==> src/include/ttc_defines.svh <==
`ifndef TTC_DEFINES_SVH
`define TTC_DEFINES_SVH

// Core clock rate in MHz (100 ns period)
`define TTC_CLK_MHZ       10

// Longest clock-off interval while throttling, ns (rounded down to cycles)
`define TTC_OFF_MAX_NS    3000
`define TTC_OFF_CYC       ((`TTC_OFF_MAX_NS * `TTC_CLK_MHZ) / 1000)

// Clock-on interval, ns; with the off interval it fixes the part's duty
`define TTC_ON_NS         3000
`define TTC_ON_CYC        ((`TTC_ON_NS * `TTC_CLK_MHZ + 999) / 1000)

// Least hysteresis before releasing the hot indication, ns (rounded up)
`define TTC_HYST_NS       2000
`define TTC_HYST_CYC      ((`TTC_HYST_NS * `TTC_CLK_MHZ + 999) / 1000)

// Reset values
`define TTC_PIN_LEVEL_RST 1'b0
`define TTC_CNT_RST       8'h00

`endif

==> src/include/ttc_pkg.sv <==
package ttc_pkg;

   // Heat tracking of the trip comparison
   typedef enum logic [1:0] {
      TTC_COOL,
      TTC_HOT,
      TTC_HYST
   } ttc_heat_t;

   // Open-drain hot line, output half
   typedef struct packed {
      logic level;
      logic oe;
   } ttc_hot_pin_t;

   // Main block state
   typedef struct packed {
      ttc_heat_t    heat;
      logic [7:0]   hystCnt;
      ttc_hot_pin_t pin;
      logic         hotInt;
      logic         throttle;
   } ttc_state_t;

   // Duty timer state
   typedef struct packed {
      logic       running;
      logic       off;
      logic [7:0] cnt;
   } ttc_tmr_state_t;

endpackage

==> src/design/ttc_thermal_throttle.sv <==
// Summary of operation
// - Trip reached drives hot line active
// - Trip cleared releases own hot drive
// - Hot assertion ignores every control setting
// - Throttling starts on the same trip
// - Trip threshold fixed, not run-time writable
// - Throttling stops and restarts clocks, fixed duty
// - Clock-off interval at most about 3 us
// - External low on hot line forces throttling
// - Hot indication visible internally and on pin
// - Throttling disabled after reset until enabled
// - Release only after time-based hysteresis
`timescale 1ns/1ps
`default_nettype none
`include "ttc_defines.svh"

module ttc_thermal_throttle (
   // Clock and reset
   input  wire logic                  clk_sys,
   input  wire logic                  reset_n,
   // Factory-calibrated trip comparator and enable bit
   input  wire logic                  tripReached,
   input  wire logic                  throttleEnable,
   // Open-drain die_hot_n line
   input  wire logic                  dieHotIn,
   output var  ttc_pkg::ttc_hot_pin_t dieHotPin,
   // Internal view and core clock control
   output var  logic                  dieHotInt,
   output var  logic                  throttleActive,
   output var  logic                  coreClkOff
);
   import ttc_pkg::*;

   ttc_state_t s_r;
   ttc_state_t s_nxt;
   logic       extHot;
   logic [7:0] lowRun_r;

   // Own or external heat; internal view and throttle share one decode
   function automatic logic hotSeen(input ttc_heat_t heat,
                                    input logic      ext);
      return (heat != TTC_COOL) || ext;
   endfunction

   // External pull-low is only visible while we leave the line alone;
   // while we drive it our own heat already counts as hot
   assign extHot = !dieHotIn && !s_r.pin.oe;

   // Trip tracking with hysteresis and throttle request
   always_comb begin
      logic ownHot;
      ownHot = 1'b0;
      s_nxt  = s_r;
      unique case (s_r.heat)
         TTC_COOL: begin
            // Threshold lives in the comparator, nothing here can move it
            if (tripReached) begin
               s_nxt.heat = TTC_HOT;
            end
         end
         TTC_HOT: begin
            if (!tripReached) begin
               s_nxt.heat    = TTC_HYST;
               s_nxt.hystCnt = 8'(`TTC_HYST_CYC - 1);
            end
         end
         TTC_HYST: begin
            if (tripReached) begin
               s_nxt.heat = TTC_HOT;
            end else if (s_r.hystCnt == 8'h00) begin
               s_nxt.heat = TTC_COOL;
            end else begin
               s_nxt.hystCnt = s_r.hystCnt - 8'h01;
            end
         end
         default: begin
            // Unused code: take the safe side and drive the line hot;
            // the normal release path then cools it down again
            s_nxt.heat = TTC_HOT;
         end
      endcase
      ownHot = (s_nxt.heat != TTC_COOL);
      // Hot drive does not look at the enable at all
      s_nxt.pin.oe    = ownHot;
      s_nxt.pin.level = `TTC_PIN_LEVEL_RST;
      s_nxt.hotInt    = hotSeen(s_nxt.heat, extHot);
      // Same condition as the internal hot view, gated only by the enable bit
      s_nxt.throttle  = throttleEnable
                        && hotSeen(s_nxt.heat, extHot);
   end

   // State register; reset leaves throttling off
   always_ff @(posedge clk_sys or negedge reset_n) begin
      if (!reset_n) begin
         s_r <= '0;
      end else begin
         s_r <= s_nxt;
      end
   end

   // Clock-off pattern; fed the next value so it starts in the same cycle as throttleActive
   ttc_duty_timer u_timer (
      .clk_sys (clk_sys),
      .reset_n (reset_n),
      .run     (s_nxt.throttle),
      .clkOff  (coreClkOff)
   );

   // Outputs straight from the state register
   assign dieHotPin      = s_r.pin;
   assign dieHotInt      = s_r.hotInt;
   assign throttleActive = s_r.throttle;

   // Run of consecutive cool samples, watched only by checks
   always_ff @(posedge clk_sys or negedge reset_n) begin
      if (!reset_n) begin
         lowRun_r <= 8'h00;
      end else if (tripReached) begin
         lowRun_r <= 8'h00;
      end else if (lowRun_r != 8'hff) begin
         lowRun_r <= lowRun_r + 8'h01;
      end
   end
endmodule
`default_nettype wire

==> src/design/ttc_duty_timer.sv <==
`timescale 1ns/1ps
`default_nettype none
`include "ttc_defines.svh"

module ttc_duty_timer (
   // Clock and reset
   input  wire logic clk_sys,
   input  wire logic reset_n,
   // Throttle request
   input  wire logic run,
   // Core clock stop
   output var  logic clkOff
);
   import ttc_pkg::*;

   ttc_tmr_state_t t_r;
   ttc_tmr_state_t t_nxt;
   logic [7:0]     offLen_r;

   // Off first, then on, alternating with fixed lengths
   always_comb begin
      t_nxt         = t_r;
      t_nxt.running = run;
      if (!run) begin
         // Clocks resume at once when the request drops
         t_nxt.off = 1'b0;
         t_nxt.cnt = `TTC_CNT_RST;
      end else if (!t_r.running) begin
         t_nxt.off = 1'b1;
         t_nxt.cnt = 8'(`TTC_OFF_CYC - 1);
      end else if (t_r.cnt == 8'h00) begin
         t_nxt.off = !t_r.off;
         t_nxt.cnt = t_r.off ? 8'(`TTC_ON_CYC - 1)
                             : 8'(`TTC_OFF_CYC - 1);
      end else begin
         t_nxt.cnt = t_r.cnt - 8'h01;
      end
   end

   // State register
   always_ff @(posedge clk_sys or negedge reset_n) begin
      if (!reset_n) begin
         t_r <= '0;
      end else begin
         t_r <= t_nxt;
      end
   end

   assign clkOff = t_r.off;

   // Length of the current off stretch, watched only by checks
   always_ff @(posedge clk_sys or negedge reset_n) begin
      if (!reset_n) begin
         offLen_r <= 8'h00;
      end else begin
         offLen_r <= t_r.off ? offLen_r + 8'h01 : 8'h00;
      end
   end
endmodule
`default_nettype wire

==> config.mk <==
export PLATFORM = sky130hd
export DESIGN_NAME = ttc_thermal_throttle
export DESIGN_NICKNAME = d
export VERILOG_FILES = /design/src/include/ttc_pkg.sv /design/src/design/ttc_thermal_throttle.sv /design/src/design/ttc_duty_timer.sv
export VERILOG_INCLUDE_DIRS = /design/src /design/src/include
export SDC_FILE = /design/constraint.sdc
export NUM_CORES = 1
export LEC_CHECK = 0
export BUFFER_PORTS_ARGS = -buffer_cell sky130_fd_sc_hd__buf_4
export CAP_MARGIN = 25
export CORE_MARGIN = 8
export CORE_UTILIZATION = 40
export CTS_CLUSTER_DIAMETER = 50
export DETAILED_ROUTE_END_ITERATION = 16
export GPL_TIMING_DRIVEN = 1
export HOLD_SLACK_MARGIN = 0.15
export PLACE_DENSITY = 0.59
export SLEW_MARGIN = 30
export SYNTH_ARGS = -nofsm -noshare
export SYNTH_HDL_FRONTEND = slang
export SYNTH_SLANG_ARGS = --single-unit
==> constraint.sdc <==
create_clock -name clk_sys -period 1.9 [get_ports clk_sys]
set_input_delay 0.285 -clock clk_sys [delete_from_list [all_inputs] [get_ports clk_sys]]
set_output_delay 0.285 -clock clk_sys [all_outputs]
set_load 0.02 [all_outputs]
==> results.py, run 1 <==
metrics = {
    "layout": {
        "layout-drive-gt1-share": 0.2439,
        "multi_input_comb_area_um2": 510.5,
        "fin_area_mm2": 0.001286,
        "layout_commonest_cell": "dfrtp_1",
        "antenna_cells": 0,
        "area_growth_syn_to_layout_pct": 15.12,
        "nets": 132,
        "seqCellArea_um2": 550.5,
        "mostFrequentLayoutCells": "dfrtp_1, nor2_1, buf_4, inv_1, a31oi_1",
        "fillers": 264,
    },
    "yosys": {
        "async_reset_ff_frac": 1.000,
        "synth_seq_area_share": 0.4927,
        "synth_cell_type_count": 33,
        "ys_seq_elements": 22,
        "ys_warn_count": 0,
        "syn_avg_cell_area_um2": 10.35,
        "syn_area_mm2": 0.001117,
        "synthCells": 108,
        "synth.net_count": 116,
        "synth_edf_count": 0,
        "synth_flop_cell": "dfrtp_1",
    },
    "grt": {
        "grt_pass1_wl_mm": 3.574,
        "grt_max_degree": 23,
        "grt-ovfl-total": 0,
        "grt_usage": 0.09761,
        "antenna_found_initial": 0,
        "grt_pass1_vias": 829,
    },
    "cts": {
        "cts_buffers": 3,
        "root_buffer": "clkbuf_4",
        "tritoncts": "done",
        "clk_transition_reported_paths_ps": 130,
        "clk_latency_ps": 310,
        "cts_max_level": 1,
        "post_cts_buffers": 0,
        "cts_sinks": 22,
        "clockBufferDepth": 2,
    },
    "run": {
        "max_cap_viol_count": 0,
    },
    "worst_setup_path": {
        "timing_worst_setup_path_type": "register to register",
        "r2r_slack_ps": 180,
        "r2r-end": "s_r[11]$_DFFE_PN0P_",
        "r2r-start": "s_r[4]$_DFFE_PN0P_",
        "cp.required_ps": 2120,
        "reg2reg_depth": 7,
        "cp_data_arrival_time_ps": 1940,
        "cp-end-kind": "register",
        "worst-path-max-fanout": 15,
        "start_kind": "register",
    },
    "timing": {
        "rsz0062_at_grt": "no",
        "setup-tns-final_ps": 0,
        "fin_crit_sh": 0.9067,
        "whs_ps": 197.8,
        "period_minus_slack_ps": 1723,
        "worstMarginPinSlew_ps": 503.7,
        "slew_viol_final": 0,
        "worst_slack_ps": 177.3,
        "hold_viol": 0,
        "max_freq_mhz": 580.5,
        "relSlewSlack": 0.6611,
        "finalSetupViolCount": 0,
        "fin_worst_skew_ps": 13.92,
    },
    "floorplanning": {
        "start_util": 0.4123,
        "die_area_mm2": 0.004740,
        "design.core.area_mm2": 0.002710,
        "io_pins": 10,
        "die_width_um": 68.85,
        "std_cell_rows": 19,
        "die_h_um": 68.85,
    },
    "min_path": {
        "worstHoldStart": "tripReached",
        "whs_path_depth": 2,
        "hold_class": "input pin to register",
        "holdPathEnd": "s_r[12]$_DFF_PN0_",
    },
    "outcome": {
        "status": "completed",
    },
    "detailed_routing": {
        "route.detailed.drc": 0,
        "drt_first_iter_violations": 114,
        "num_vias": 803,
        "ant_nets": 0,
        "drtPass1Iterations": 4,
        "wirelength_mm": 1.981,
        "via_per_inst": 5.214,
        "avgRoutedWirePerCell_um": 12.86,
    },
    "pwr": {
        "p_leak_uw": 0.0005883,
        "powerDensity_mw_per_mm2": 825.3,
        "ir_drop_mv": 0.6307,
        "power_uw": 1062,
    },
    "placed_design": {
        "portBuffers": 8,
        "dp_slack_ps": 172.3,
        "placed_area_mm2": 0.001240,
        "place_congestion": 0.7446,
        "dp_hpwl_mm": 1.457,
    },
}
## kinds of logic (layout without fill, tap and decap cells)
group / count (synthesis) / count (layout) / synth area share
xor gates and xnor gates: 7 / 7 / 0.05487
AOI/OAI and AO/OA: 26 / 26 / 0.1881
buffers and inverters: 11 / 26 / 0.05039
adders and majority gates: 3 / 3 / 0.03360
DFF: 22 / 22 / 0.4927
other: 1 / 1 / 0.003356
and+or+nand+nor: 38 / 38 / 0.1769
## timing repair
action / 4_1_cts / 5_1_grt
endpoints found under the hold margin: 22 / 0
hold buffers: 1 / 0
gates resized for setup: 0 / 0
setup endpoints to repair: 0 / 0
## metrics by stage
step / util / std cells
floorplan: - / 108
global placement: 0.4575 / 149
detailed placement: 0.4575 / 149
CTS: 0.4746 / 154
global route: 0.4746 / 154
finish: 0.4746 / 154
## power by group
part           switching (uW)  internal, uW
registers                40.7           509
logic                     139           116
clock network             140           117
## Yosys cell counts (2+ instances only)
| cell | number | area share |
|---|---|---|
| buf_4 | 2 | 0.013 |
| xnor2_1 | 4 | 0.031 |
| nor2b_1 | 2 | 0.011 |
| xor2_1 | 3 | 0.024 |
| nor4_1 | 2 | 0.011 |
| dfrtp_1 | 22 | 0.49 |
| inv_1 | 8 | 0.027 |
| nor3_1 | 3 | 0.013 |
| a41o_2 | 3 | 0.030 |
| nor2_1 | 16 | 0.054 |
| nand2b_1 | 3 | 0.017 |
| nand2_1 | 6 | 0.020 |
| a21oi_1 | 6 | 0.027 |
| a31oi_1 | 7 | 0.039 |
| ha_1 | 3 | 0.034 |
## worst max-delay path, cell delays in order (launching register included)
cell and delay, ps:
dfrtp_1 400, inv_1 60, ha_1 200, nor2b_1 170
a311oi_4 300, buf_12 180, a311oi_1 90, a41o_2 240
## area by class of cell
cell class | instances | area share
multi-input combinational | 75 | 0.3969
timing repair buffer | 14 | 0.09339
tap | 31 | 0.03016
clock buffer | 4 | 0.02821
sequential | 22 | 0.4280
inverter | 8 | 0.02335
## how the worst max path moves through the flow
stage	startpoint	end	slack (ps)	depth (start not counted)
6_report	s_r[4]$_DFFE_PN0P_	s_r[11]$_DFFE_PN0P_	180	7
5_1_grt	s_r[5]$_DFFE_PN0P_	u_timer.t_r[0]$_DFF_PN0_	10	6
4_1_cts	s_r[4]$_DFFE_PN0P_	s_r[11]$_DFFE_PN0P_	170	7
3_5_place_dp	s_r[4]$_DFFE_PN0P_	s_r[11]$_DFFE_PN0P_	170	7
3_3_place_gp	s_r[4]$_DFFE_PN0P_	s_r[11]$_DFFE_PN0P_	210	7
2_1_floorplan	s_r[4]$_DFFE_PN0P_	s_r[7]$_DFFE_PN0P_	240	7
## per-layer routing
metal | global-route usage | part of all wire | routed length, um | vias to the layer above
met5 | 0 | 0 | 0 | -
met4 | 0.02256 | 0 | 0 | 0
met3 | 0.02908 | 0.043 | 85 | 0
met2 | 0.1703 | 0.51 | 1008 | 14
met1 | 0.1148 | 0.45 | 887 | 383
li1 | - | - | - | 406
## flip-flops by register name (all words and copies together), names as in the netlist
register / count
s_r: 10
u_timer.t_r: 9
dieHotInt: 1
dieHotPin: 1
u_timer.clkOff: 1
No activity file was read; power rests on OpenSTA's default activity.
==> run 2, diff against run 1 <==
- MAX_ROUTING_LAYER: unset -> met4
==> run 2 against run 1 <==
Net effect: global-route usage up 0.29 points; register-to-register slack about the same; non-clock buffer count unchanged; sequential cell count unchanged; design area is the same; first-iteration DRC count increased by 3.5%.
==> results.py, run 2 (synthesis gave the netlist of run 1 again) <==
metrics = {
    "layout": {
        "layout-drive-gt1-share": 0.2439,
        "mostFrequentLayoutCells": "dfrtp_1, nor2_1, buf_4, inv_1, a31oi_1",
        "area_growth_syn_to_layout_pct": 15.12,
        "largest_reg_flops": 10,
        "antenna_cells": 0,
        "reg_top3": "s_r (10), u_timer.t_r (9)",
        "regMostFlops": "s_r",
        "fin_area_mm2": 0.001286,
        "fillers": 264,
        "nets": 132,
        "layout_commonest_cell": "dfrtp_1",
    },
    "cts": {
        "clk_latency_ps": 310,
        "cts_buffers": 3,
        "cts_sinks": 22,
        "tritoncts": "done",
        "cts_max_level": 1,
        "cts_resized": 0,
        "root_buffer": "clkbuf_4",
        "clk_transition_reported_paths_ps": 130,
        "clockBufferDepth": 2,
    },
    "worst_setup_path": {
        "cp_data_arrival_time_ps": 1940,
        "cp-end-kind": "register",
        "r2r-end": "s_r[11]$_DFFE_PN0P_",
        "r2r-start": "s_r[4]$_DFFE_PN0P_",
        "start_kind": "register",
        "timing_worst_setup_path_type": "register to register",
        "reg2reg_depth": 7,
        "r2r_slack_ps": 170,
        "cp.required_ps": 2120,
        "worst-path-max-fanout": 15,
    },
    "timing": {
        "relSlewSlack": 0.6701,
        "fin_worst_skew_ps": 12.44,
        "rsz0062_at_grt": "no",
        "max_freq_mhz": 579.6,
        "hold_viol": 0,
        "finalSetupViolCount": 0,
        "worstMarginPinSlew_ps": 490.3,
        "period_minus_slack_ps": 1725,
        "slew_viol_final": 0,
        "fin_crit_sh": 0.9080,
        "setup-tns-final_ps": 0,
    },
    "run": {
        "max_cap_viol_count": 0,
    },
    "floorplanning": {
        "die_width_um": 68.85,
        "std_cell_rows": 19,
        "die_h_um": 68.85,
        "design.core.area_mm2": 0.002710,
        "io_pins": 10,
        "die_area_mm2": 0.004740,
        "start_util": 0.4123,
    },
    "placed_design": {
        "place_congestion": 0.7540,
        "placed_area_mm2": 0.001240,
        "dp_hpwl_mm": 1.457,
        "portBuffers": 8,
    },
    "grt": {
        "grt_pass1_vias": 830,
        "antenna_found_initial": 0,
        "grt-ovfl-total": 0,
        "grt_usage": 0.1005,
        "grt_pass1_wl_mm": 3.567,
        "grt_max_degree": 23,
    },
    "detailed_routing": {
        "avgRoutedWirePerCell_um": 12.79,
        "num_vias": 801,
        "wirelength_mm": 1.969,
        "via_per_inst": 5.201,
        "route.detailed.drc": 0,
        "ant_nets": 0,
        "wl_met3_um": 87,
        "top_layer": "met4",
        "drtPass1Iterations": 4,
        "wl_met1_um": 879,
        "drt_first_iter_violations": 118,
        "wl_met2_um": 995,
    },
    "min_path": {
        "worstHoldStart": "tripReached",
        "whs_path_depth": 2,
        "holdPathEnd": "s_r[12]$_DFF_PN0_",
        "hold_class": "input pin to register",
    },
    "pwr": {
        "p_leak_uw": 0.0005883,
        "powerDensity_mw_per_mm2": 824.7,
        "ir_drop_mv": 0.6312,
    },
    "outcome": {
        "status": "completed",
    },
}
[run 2: cell counts in the layout (fill, tap and decap cells not counted)]
Identical to the previous run, type by type.
[run 2: what timing repair did]
item | CTS | global route
hold buffers | 1 | 0
hold endpoints to repair | 22 | 0
setup buffers | 0 | 0
[run 2: layer usage]
| metal | vias up | GRT usage |
|---|---|---|
| met2 | 14 | 0.1703 |
| li1 | 407 | - |
| met4 | 0 | 0.02256 |
| met3 | 2 | 0.02908 |
| met5 | - | - |
| met1 | 378 | 0.1148 |
[run 2: power by group]
group | switching [uW] | internal [uW]
Combinational | 139 | 115
Clock | 140 | 117
Sequential | 40.4 | 509
[run 2: area by class of cell]
type | count | area, um^2 | area share
flip-flops and latches | 22 | 550.5 | 0.4280
well taps | 31 | 38.79 | 0.03016
inverters | 8 | 30.03 | 0.02335
multi-input cells | 75 | 510.5 | 0.3969
repair buffers | 14 | 120.1 | 0.09339
clock buffers | 4 | 36.28 | 0.02821
[run 2: worst max-delay path by stage]
stage	cells after the start	to	slack, ps	startpoint
2_1_floorplan	7	s_r[7]$_DFFE_PN0P_	240	s_r[4]$_DFFE_PN0P_
3_3_place_gp	7	s_r[11]$_DFFE_PN0P_	210	s_r[4]$_DFFE_PN0P_
3_5_place_dp	7	s_r[11]$_DFFE_PN0P_	170	s_r[4]$_DFFE_PN0P_
4_1_cts	7	s_r[11]$_DFFE_PN0P_	170	s_r[4]$_DFFE_PN0P_
5_1_grt	6	u_timer.t_r[0]$_DFF_PN0_	10	s_r[5]$_DFFE_PN0P_
6_report	7	s_r[11]$_DFFE_PN0P_	170	s_r[4]$_DFFE_PN0P_
[run 2: through the flow]
stage	worst slack, ps	instances	util	total power (uW)	hold slack [ps]
CTS	169.5	154	0.4746	1080	186.0
floorplan	243.1	108	-	732.2	-10.59
global placement	214.4	149	0.4575	809.1	189.7
global route	11.79	154	0.4746	1135	182.0
finish	174.8	154	0.4746	1061	198.4
detailed placement	172.3	149	0.4575	813.7	193.5
[run 2: worst max-delay path: stages (launching register included)]
cell and delay [ps]:
dfrtp_1 400, inv_1 60, ha_1 200, nor2b_1 170
a311oi_4 300, buf_12 180, a311oi_1 90, a41o_2 240
